**config.mk**
```make
export PLATFORM = sky130hd
export DESIGN_NAME = window_watchdog
export DESIGN_NICKNAME = d
export VERILOG_FILES = /design/src/hw/window_watchdog_pkg.sv /design/src/hw/window_watchdog.sv
export VERILOG_INCLUDE_DIRS = /design/src /design/src/hw
export SDC_FILE = /design/constraint.sdc
export NUM_CORES = 1
export LEC_CHECK = 0
export BUFFER_PORTS_ARGS = -buffer_cell sky130_fd_sc_hd__buf_2
export CORE_MARGIN = 2
export CORE_UTILIZATION = 43
export CTS_BUF_LIST = sky130_fd_sc_hd__clkbuf_2 sky130_fd_sc_hd__clkbuf_4 sky130_fd_sc_hd__clkbuf_8
export DETAILED_ROUTE_END_ITERATION = 6
export PLACE_DENSITY = 0.67
export SLEW_MARGIN = 20
export SYNTH_ARGS = -nofsm -noshare
export SYNTH_HDL_FRONTEND = slang
export SYNTH_SLANG_ARGS = --single-unit
```
**constraint.sdc**
```tcl
create_clock -name sys_clk -period 2.79 [get_ports sys_clk]
set_input_delay 0.1395 -clock sys_clk [delete_from_list [all_inputs] [get_ports sys_clk]]
set_output_delay 0.1395 -clock sys_clk [all_outputs]
set_load 0.05 [all_outputs]
```
**src/hw/window_watchdog_cfg.svh**
```systemverilog
/*
 Register offsets, field positions, reset values and divider counts
 for the window watchdog. Assumes inclusion by bare name.
*/
`ifndef WINDOW_WATCHDOG_CFG_SVH
`define WINDOW_WATCHDOG_CFG_SVH
`define WWD_OFS_CTRL0 12'h000
`define WWD_OFS_CTRL1 12'h004
`define WWD_OFS_STAT 12'h008
`define WWD_EN_BIT 7
`define WWD_IE_BIT 10
`define WWD_PRS_HI 9
`define WWD_PRS_LO 7
`define WWD_CNT_RST 7'h7F
`define WWD_WIN_RST 7'h7F
`define WWD_EARLY_VAL 7'h40
`define WWD_EXPIRE_VAL 7'h3F
`define WWD_BASE_DIV 4096
`endif

```
**src/hw/window_watchdog_pkg.sv**
```systemverilog
/*
 Types shared by the window watchdog.
 Assumes the cfg header is compiled alongside.
*/
package window_watchdog_pkg;
   typedef logic [6:0] count_t;
   typedef logic [2:0] prescale_t;
   typedef enum logic [1:0] {
      ST_STOPPED = 2'b00,
      ST_RUNNING = 2'b01,
      ST_EXPIRED = 2'b11
   } wd_state_e;
endpackage

```
**src/hw/window_watchdog.sv**
```systemverilog
/*
 Window watchdog: 7-bit down counter, prescaler, APB slave.
 Assumes one clock, APB master in the same domain, and the system
 reset request fed back to arst_n by the surrounding reset logic.
*/
// Design decision made here: the APB interface to the registers.
`timescale 1ns/100ps
`include "window_watchdog_cfg.svh"
module window_watchdog #(
   parameter int BASE_DIV = `WWD_BASE_DIV
) (
   input wire logic sys_clk,
   input wire logic arst_n,
   input wire logic psel,
   input wire logic penable,
   input wire logic pwrite,
   input wire logic [11:0] paddr,
   input wire logic [31:0] pwdata,
   output logic [31:0] prdata,
   output logic pready,
   output logic pslverr,
   input wire logic deep_sleep,
   output logic early_irq,
   output logic expiry_signal,
   output logic [1:0] wd_state
);
   import window_watchdog_pkg::*;
   localparam int DIVW = 20;
   localparam logic [DIVW-1:0] BASE_M1 = DIVW'(BASE_DIV - 1);

   count_t count_field_r;
   count_t window_field_r;
   prescale_t prescale_select_r;
   logic early_irq_enable_r;
   logic early_warning_flag_r;
   logic [DIVW-1:0] div_r;
   wd_state_e state_r;
   logic divided_count_clock;

   function automatic logic [DIVW-1:0] div_limit(input prescale_t p);
      div_limit = (BASE_M1 << p) | ((DIVW'(1) << p) - DIVW'(1));
   endfunction

   // Writes take effect in the access phase; slave always answers at once
   wire logic acc = psel && penable;
   wire logic wr = acc && pwrite;
   wire logic wr_c0 = wr && (paddr == `WWD_OFS_CTRL0);
   wire logic wr_c1 = wr && (paddr == `WWD_OFS_CTRL1);
   wire logic wr_st = wr && (paddr == `WWD_OFS_STAT);
   wire logic running = (state_r == ST_RUNNING);
   wire count_t wdata_cnt = pwdata[6:0];
   wire logic bad_low = wr_c0 && (wdata_cnt <= `WWD_EXPIRE_VAL);
   wire logic bad_win = wr_c0 && running &&
      (count_field_r > window_field_r);
   wire logic unmapped = !((paddr == `WWD_OFS_CTRL0) ||
      (paddr == `WWD_OFS_CTRL1) || (paddr == `WWD_OFS_STAT));

   // A count write restarts the prescaler, so it takes the tick's place;
   // >= keeps a prescale lowered mid-period from running past its limit
   assign divided_count_clock = running && !deep_sleep && !wr_c0 &&
      (div_r >= div_limit(prescale_select_r));

   // Prescaler freezes in deep sleep so the partial period is kept
   always_ff @(posedge sys_clk or negedge arst_n) begin
      if (!arst_n) begin
         div_r <= '0;
      end else if (!running || wr_c0) begin
         div_r <= '0;
      end else if (!deep_sleep) begin
         div_r <= divided_count_clock ? '0 : div_r + DIVW'(1);
      end
   end

   always_ff @(posedge sys_clk or negedge arst_n) begin
      if (!arst_n) begin
         count_field_r <= `WWD_CNT_RST;
      end else if (wr_c0) begin
         count_field_r <= wdata_cnt;
      end else if (divided_count_clock && count_field_r != '0) begin
         count_field_r <= count_field_r - 7'h01;
      end
   end

   always_ff @(posedge sys_clk or negedge arst_n) begin
      if (!arst_n) begin
         state_r <= ST_STOPPED;
      end else begin
         case (state_r)
            ST_STOPPED: begin
               if (bad_low) begin
                  state_r <= ST_EXPIRED;
               end else if (wr_c0 && pwdata[`WWD_EN_BIT]) begin
                  state_r <= ST_RUNNING;
               end
            end
            ST_RUNNING: begin
               if (bad_low || bad_win ||
                   (divided_count_clock &&
                    count_field_r == `WWD_EARLY_VAL)) begin
                  state_r <= ST_EXPIRED;
               end
            end
            default: begin
               state_r <= ST_EXPIRED;
            end
         endcase
      end
   end

   // A count write of 0x3F or less is fatal even before the enable is set
   always_ff @(posedge sys_clk or negedge arst_n) begin
      if (!arst_n) begin
         expiry_signal <= 1'b0;
      end else if (bad_low || bad_win ||
                   (divided_count_clock &&
                    count_field_r == `WWD_EARLY_VAL)) begin
         expiry_signal <= 1'b1;
      end
   end

   always_ff @(posedge sys_clk or negedge arst_n) begin
      if (!arst_n) begin
         window_field_r <= `WWD_WIN_RST;
         prescale_select_r <= '0;
      end else if (wr_c1) begin
         window_field_r <= pwdata[6:0];
         prescale_select_r <= pwdata[`WWD_PRS_HI:`WWD_PRS_LO];
      end
   end

   always_ff @(posedge sys_clk or negedge arst_n) begin
      if (!arst_n) begin
         early_irq_enable_r <= 1'b0;
      end else if (wr_c1 && pwdata[`WWD_IE_BIT]) begin
         early_irq_enable_r <= 1'b1;
      end
   end

   // Set wins over a same-cycle software clear
   always_ff @(posedge sys_clk or negedge arst_n) begin
      if (!arst_n) begin
         early_warning_flag_r <= 1'b0;
      end else if (divided_count_clock &&
                   count_field_r == `WWD_EARLY_VAL + 7'h01) begin
         early_warning_flag_r <= 1'b1;
      end else if (wr_st && !pwdata[0]) begin
         early_warning_flag_r <= 1'b0;
      end
   end

   always_ff @(posedge sys_clk or negedge arst_n) begin
      if (!arst_n) begin
         early_irq <= 1'b0;
      end else begin
         early_irq <= early_warning_flag_r && early_irq_enable_r;
      end
   end

   always_ff @(posedge sys_clk or negedge arst_n) begin
      if (!arst_n) begin
         wd_state <= 2'b00;
      end else begin
         wd_state <= state_r;
      end
   end

   always_ff @(posedge sys_clk or negedge arst_n) begin
      if (!arst_n) begin
         prdata <= '0;
         pready <= 1'b0;
         pslverr <= 1'b0;
      end else begin
         pready <= psel && !penable;
         pslverr <= psel && !penable && unmapped;
         if (psel && !penable && !pwrite) begin
            if (paddr == `WWD_OFS_CTRL0) begin
               prdata <= {24'h0, state_r != ST_STOPPED,
                  count_field_r};
            end else if (paddr == `WWD_OFS_CTRL1) begin
               prdata <= {21'h0, early_irq_enable_r, prescale_select_r,
                  window_field_r};
            end else if (paddr == `WWD_OFS_STAT) begin
               prdata <= {31'h0, early_warning_flag_r};
            end else begin
               prdata <= '0;
            end
         end
      end
   end

   property p_expire_at_3f;
      @(posedge sys_clk) disable iff (!arst_n)
      (running && divided_count_clock && count_field_r == 7'h40)
      |=> expiry_signal && count_field_r == 7'h3F;
   endproperty
   a_expire_at_3f: assert property (p_expire_at_3f)
      else $error("no expiry on reaching 3F");
   property p_en_sticky;
      @(posedge sys_clk) disable iff (!arst_n)
      (state_r != ST_STOPPED) |=> (state_r != ST_STOPPED);
   endproperty
   a_en_sticky: assert property (p_en_sticky)
      else $error("watchdog stopped after start");
   property p_ie_sticky;
      @(posedge sys_clk) disable iff (!arst_n)
      early_irq_enable_r |=> early_irq_enable_r;
   endproperty
   a_ie_sticky: assert property (p_ie_sticky)
      else $error("irq enable cleared");
   property p_flag_set;
      @(posedge sys_clk) disable iff (!arst_n)
      (divided_count_clock && count_field_r == 7'h41)
      |=> early_warning_flag_r && count_field_r == 7'h40;
   endproperty
   a_flag_set: assert property (p_flag_set)
      else $error("early flag not set at 40");
   property p_irq_level;
      @(posedge sys_clk) disable iff (!arst_n)
      ##1 early_irq == $past(early_warning_flag_r && early_irq_enable_r);
   endproperty
   a_irq_level: assert property (p_irq_level)
      else $error("irq level mismatch");
   property p_low_write;
      @(posedge sys_clk) disable iff (!arst_n)
      (wr_c0 && pwdata[6:0] <= 7'h3F) |=> expiry_signal;
   endproperty
   a_low_write: assert property (p_low_write)
      else $error("low count write did not reset");
   property p_win_write;
      @(posedge sys_clk) disable iff (!arst_n)
      (wr_c0 && running && count_field_r > window_field_r)
      |=> expiry_signal;
   endproperty
   a_win_write: assert property (p_win_write)
      else $error("early refresh did not reset");
   property p_load;
      @(posedge sys_clk) disable iff (!arst_n)
      wr_c0 |=> count_field_r == $past(pwdata[6:0]);
   endproperty
   a_load: assert property (p_load)
      else $error("count write not loaded");
   property p_sleep_hold;
      @(posedge sys_clk) disable iff (!arst_n)
      (deep_sleep && !wr_c0) |=> $stable(count_field_r);
   endproperty
   a_sleep_hold: assert property (p_sleep_hold)
      else $error("counted in deep sleep");
   property p_step;
      @(posedge sys_clk) disable iff (!arst_n)
      (!wr_c0 && !divided_count_clock) |=> $stable(count_field_r);
   endproperty
   a_step: assert property (p_step)
      else $error("count moved without tick");
   property p_flag_clear;
      @(posedge sys_clk) disable iff (!arst_n)
      (wr_st && !pwdata[0] &&
       !(divided_count_clock && count_field_r == 7'h41))
      |=> !early_warning_flag_r;
   endproperty
   a_flag_clear: assert property (p_flag_clear)
      else $error("early flag not cleared by zero write");
   property p_flag_hold;
      @(posedge sys_clk) disable iff (!arst_n)
      (early_warning_flag_r && !(wr_st && !pwdata[0]))
      |=> early_warning_flag_r;
   endproperty
   a_flag_hold: assert property (p_flag_hold)
      else $error("early flag dropped without a clear");
   property p_irq_needs_enable;
      @(posedge sys_clk) disable iff (!arst_n)
      !early_irq_enable_r |=> !early_irq;
   endproperty
   a_irq_needs_enable: assert property (p_irq_needs_enable)
      else $error("irq raised while disabled");
   property p_expiry_sticky;
      @(posedge sys_clk) disable iff (!arst_n)
      expiry_signal |=> expiry_signal;
   endproperty
   a_expiry_sticky: assert property (p_expiry_sticky)
      else $error("reset request dropped");
   property p_read_count;
      @(posedge sys_clk) disable iff (!arst_n)
      (psel && !penable && !pwrite && paddr == `WWD_OFS_CTRL0)
      |=> prdata[6:0] == $past(count_field_r);
   endproperty
   a_read_count: assert property (p_read_count)
      else $error("count read is not the live count");
   property p_ready_once;
      @(posedge sys_clk) disable iff (!arst_n)
      ##1 pready == $past(psel && !penable);
   endproperty
   a_ready_once: assert property (p_ready_once)
      else $error("pready not one cycle after setup");
   c_start: cover property (@(posedge sys_clk) disable iff (!arst_n)
      $rose(running));
   c_flag: cover property (@(posedge sys_clk) disable iff (!arst_n)
      $rose(early_warning_flag_r));
   c_expire: cover property (@(posedge sys_clk) disable iff (!arst_n)
      $rose(expiry_signal));
   c_refresh: cover property (@(posedge sys_clk) disable iff (!arst_n)
      wr_c0 && running && count_field_r <= window_field_r &&
      count_field_r > 7'h3F);
   c_sleep: cover property (@(posedge sys_clk) disable iff (!arst_n)
      running && deep_sleep && div_r != '0);
endmodule // window_watchdog

```
==> results.sh <==
export IMPL_gp_congestion=0.800
export IMPL_cp_data_required_time_ns=3.05
export IMPL_antenna_left=0
export IMPL_crit_fanout=8
export IMPL_postCtsSetupBuffers=0
export IMPL_setup_ws_ns=0.347
export IMPL_hold_path_class="primary input to flip-flop"
export IMPL_ys_ff_latch=58
export IMPL_fmax_mhz=409
export IMPL_pwr_share_clk_pct=44.2
export IMPL_io_buffers=45
export IMPL_ioPinCount=88
export IMPL_rsz0062_at_grt="no"
export IMPL_min_period_over_period_pct=87.6
export IMPL_synth_area_leaders="dfrtp_1, dfstp_2, ha_1"
export IMPL_pre_cts_slack_ns=0.296
export IMPL_die_h_um=93.4
export IMPL_layout_drive_gt1_share_pct=22.9
export IMPL_clkLatencyLatePin_ns=0.34
export IMPL_internal_power_mw=1.34
export IMPL_first_pass_iters=5
export IMPL_arrival_ns=2.71
export IMPL_drt_iter0_markers=169
export IMPL_synth_compound_area_share_pct=17.6
export IMPL_numCtsBuffers=9
export IMPL_cts_sinks=58
export IMPL_drt_wl_total_mm=7.24
export IMPL_synth_fa_ha_area_share_pct=8.00
export IMPL_synth_xor_xnor_area_share_pct=1.53
export IMPL_die_area_sq_um=8730
export IMPL_place_area_sq_um=3650
export IMPL_htree_levels=3
export IMPL_avgSynthCellArea_sq_um=9.17
export IMPL_worst_slew_pin_slew_ns=0.694
export IMPL_p_leak_nw=1.92
export IMPL_antenna_found_initial=0
export IMPL_fillers=736
export IMPL_fin_tns_setup_ns=0
export IMPL_gr_usage_all_layers_pct=17.8
export IMPL_ys_seq_area_share_pct=42.7
export IMPL_switching_power_mw=0.440
export IMPL_grt_ovfl_total=0
export IMPL_dp_hpwl_mm=5.32
export IMPL_rows=32
export IMPL_yosysWarnings=0
export IMPL_async_reset_ff_share_pct=100
export IMPL_final_net_count=499
export IMPL_syn_to_final_growth_pct=13.0
export IMPL_grt_max_degree=24
export IMPL_syn_area_sq_um=3440
export IMPL_yosysUniqueCellTypes=52
export IMPL_setup_viol=0
export IMPL_first_global_vias=2575
export IMPL_muxShareOfSynthArea_pct=1.60
export IMPL_cts_path_max_buffers=2
export IMPL_p_comb_share_pct=8.2
export IMPL_cts_clk_slew_worst_paths_ns=0.06
export IMPL_num_vias=2836
export IMPL_final_max_slew_violation_count=0
export IMPL_end_kind="flip-flop"
export IMPL_ys_flop_type="dfrtp_1"
export IMPL_core_area_sq_um=7730
export IMPL_worst_ir_drop_vdd_mv=0.220
export IMPL_synth_top_family_by_area="simple AND/OR/NAND/NOR gates"
export IMPL_route_detailed_drc=0
export IMPL_die_w_um=93.4
export IMPL_final_core_util_pct=50.3
export IMPL_status="complete, no violations"
export IMPL_yosys_area_top_type="dfrtp_1"
export IMPL_yosys_area_share_simple_pct=18.7
export IMPL_synth_edf_count=0
export IMPL_netSwitchingFraction_pct=24.7
export IMPL_cts_tree="yes"
export IMPL_max_cap_violations=0
export IMPL_vias_per_cell=5.31
export IMPL_root_buffer="clkbuf_8"
export IMPL_stdcell_area_sq_um=3890
export IMPL_maxSlewHeadroom_pct=53.5
export IMPL_path_class="flip-flop to flip-flop"
export IMPL_holdWs_ns=0.0340
export IMPL_start_util_pct=44.5
export IMPL_layout_commonest_cell="nand2_1"
export IMPL_skew_ns=0.00970
export IMPL_mostFrequentLayoutCells="nand2_1, o21ai_0, buf_2, dfrtp_1, conb_1"
export IMPL_powerDensity_nw_per_um2=458
export IMPL_post_drt_wl_per_cell_um=13.5
export IMPL_netlist_area_leader_share_pct=32.0
export IMPL_hold_violations=0
export IMPL_num_antenna_cells=0
export IMPL_start_kind="flip-flop"
export IMPL_grt_pass1_wl_mm=12.1
export IMPL_synthCells=375
export IMPL_pwr_share_seq_pct=47.6
export IMPL_period_minus_slack_ns=2.44
==> stage by stage <==
| stage | power [mW] | std cells |
|---|---|---|
| final | 1.78 | 534 |
| after global routing | 1.85 | 534 |
| after CTS | 1.80 | 534 |
| after detailed placement | 1.01 | 515 |
| after global placement | 1.00 | 515 |
| after floorplan | 0.984 | 397 |
==> cell families (layout without fill, tap and decap cells) <==
| group | after synthesis | count (layout) |
|---|---|---|
| AOI/OAI and AO/OA | 102 | 102 |
| xor gates and xnor gates | 6 | 6 |
| adders and majority gates | 22 | 22 |
| buffers and inverters | 51 | 86 |
| DFF | 58 | 58 |
| muxes | 5 | 5 |
| other | 2 | 24 |
| and+or+nand+nor | 129 | 129 |
==> repair_timing <==
action                                 in CTS  in global routing
endpoints found under the hold margin      14                  0
hold buffers                                3                  0
setup endpoints to repair                   0                  1
resized for setup                           0                  1
==> critical path, stage by stage, from the launching register on <==
cell and delay, ns:
dfrtp_1 0.46, nand3_1 0.11, ha_1 0.31, nand4_1 0.13, nor4_1 0.36, o311ai_2 0.20, nand2_1 0.27, nand4_1 0.15
xnor2_1 0.14, mux2_2 0.25
==> cell usage after synthesis, drive strengths merged (3+ instances only) <==
| library cell | instances |
|---|---|
| nand2 | 59 |
| dfstp | 14 |
| a31oi | 12 |
| clkbuf | 8 |
| nor4 | 4 |
| nor3 | 6 |
| o21ai | 52 |
| nor2 | 15 |
| nand3 | 12 |
| and3 | 5 |
| inv | 14 |
| a22oi | 6 |
| a21oi | 14 |
| buf | 28 |
| mux2 | 4 |
| nor2b | 3 |
| dfrtp | 44 |
| ha | 22 |
| o31ai | 4 |
| a21o | 5 |
| nand4 | 10 |
| xor2 | 4 |
==> power groups by stage <==
stage	Sequential (mW)	Combinational (mW)	Clock, mW
after floorplan	0.869	0.114	0
after global placement	0.862	0.142	0
after detailed placement	0.862	0.143	0
after CTS	0.847	0.147	0.802
after global routing	0.847	0.157	0.844
final	0.847	0.146	0.785
==> registers in the layout (all words and copies together) (netlist names) <==
name and cells:
count_field_r 7, div_r 20, early_irq 1, early_irq_enable_r 1, early_warning_flag_r 1, expiry_signal 1
prdata 11, pready 1, prescale_select_r 3, pslverr 1, state_r 2, wd_state 2
window_field_r 7
==> routing by layer <==
layer	GRT usage, %	routed length [um]
met4	7.23	82
met3	3.22	353
met2	26.9	3230
met5	0	0
met1	25.1	3570
==> cell type report <==
class / count / area [sq um] / area share [%]
inverter: 14 / 52.6 / 1.35
clock buffer: 13 / 160 / 4.12
clock inverter: 3 / 40.0 / 1.03
multi-input combinational: 288 / 1720 / 44.3
timing repair buffer: 56 / 315 / 8.11
sequential: 58 / 1470 / 37.8
tap: 102 / 128 / 3.28
==> worst paths after layout <==
check	from	to	slack [ns]	cells past startpoint
worst max-delay path	prescale_select_r[2]$_DFFE_PN0P_	count_field_r[2]$_DFFE_PN1P_	0.35	9
max in group asynchronous	arst_n	window_field_r[5]$_DFFE_PN1P_	1.78	3
worst min register to register	state_r[0]$_DFFE_PN0P_	wd_state[0]$_DFF_PN0_	0.43	0
worst max register to register	prescale_select_r[2]$_DFFE_PN0P_	count_field_r[2]$_DFFE_PN1P_	0.35	9
min in group asynchronous	arst_n	expiry_signal$_DFFE_PN0P_	0.30	2
worst min-delay path	pwdata[9]	prescale_select_r[2]$_DFFE_PN0P_	0.03	3
Note: power is estimated with default switching activity, not from simulation.
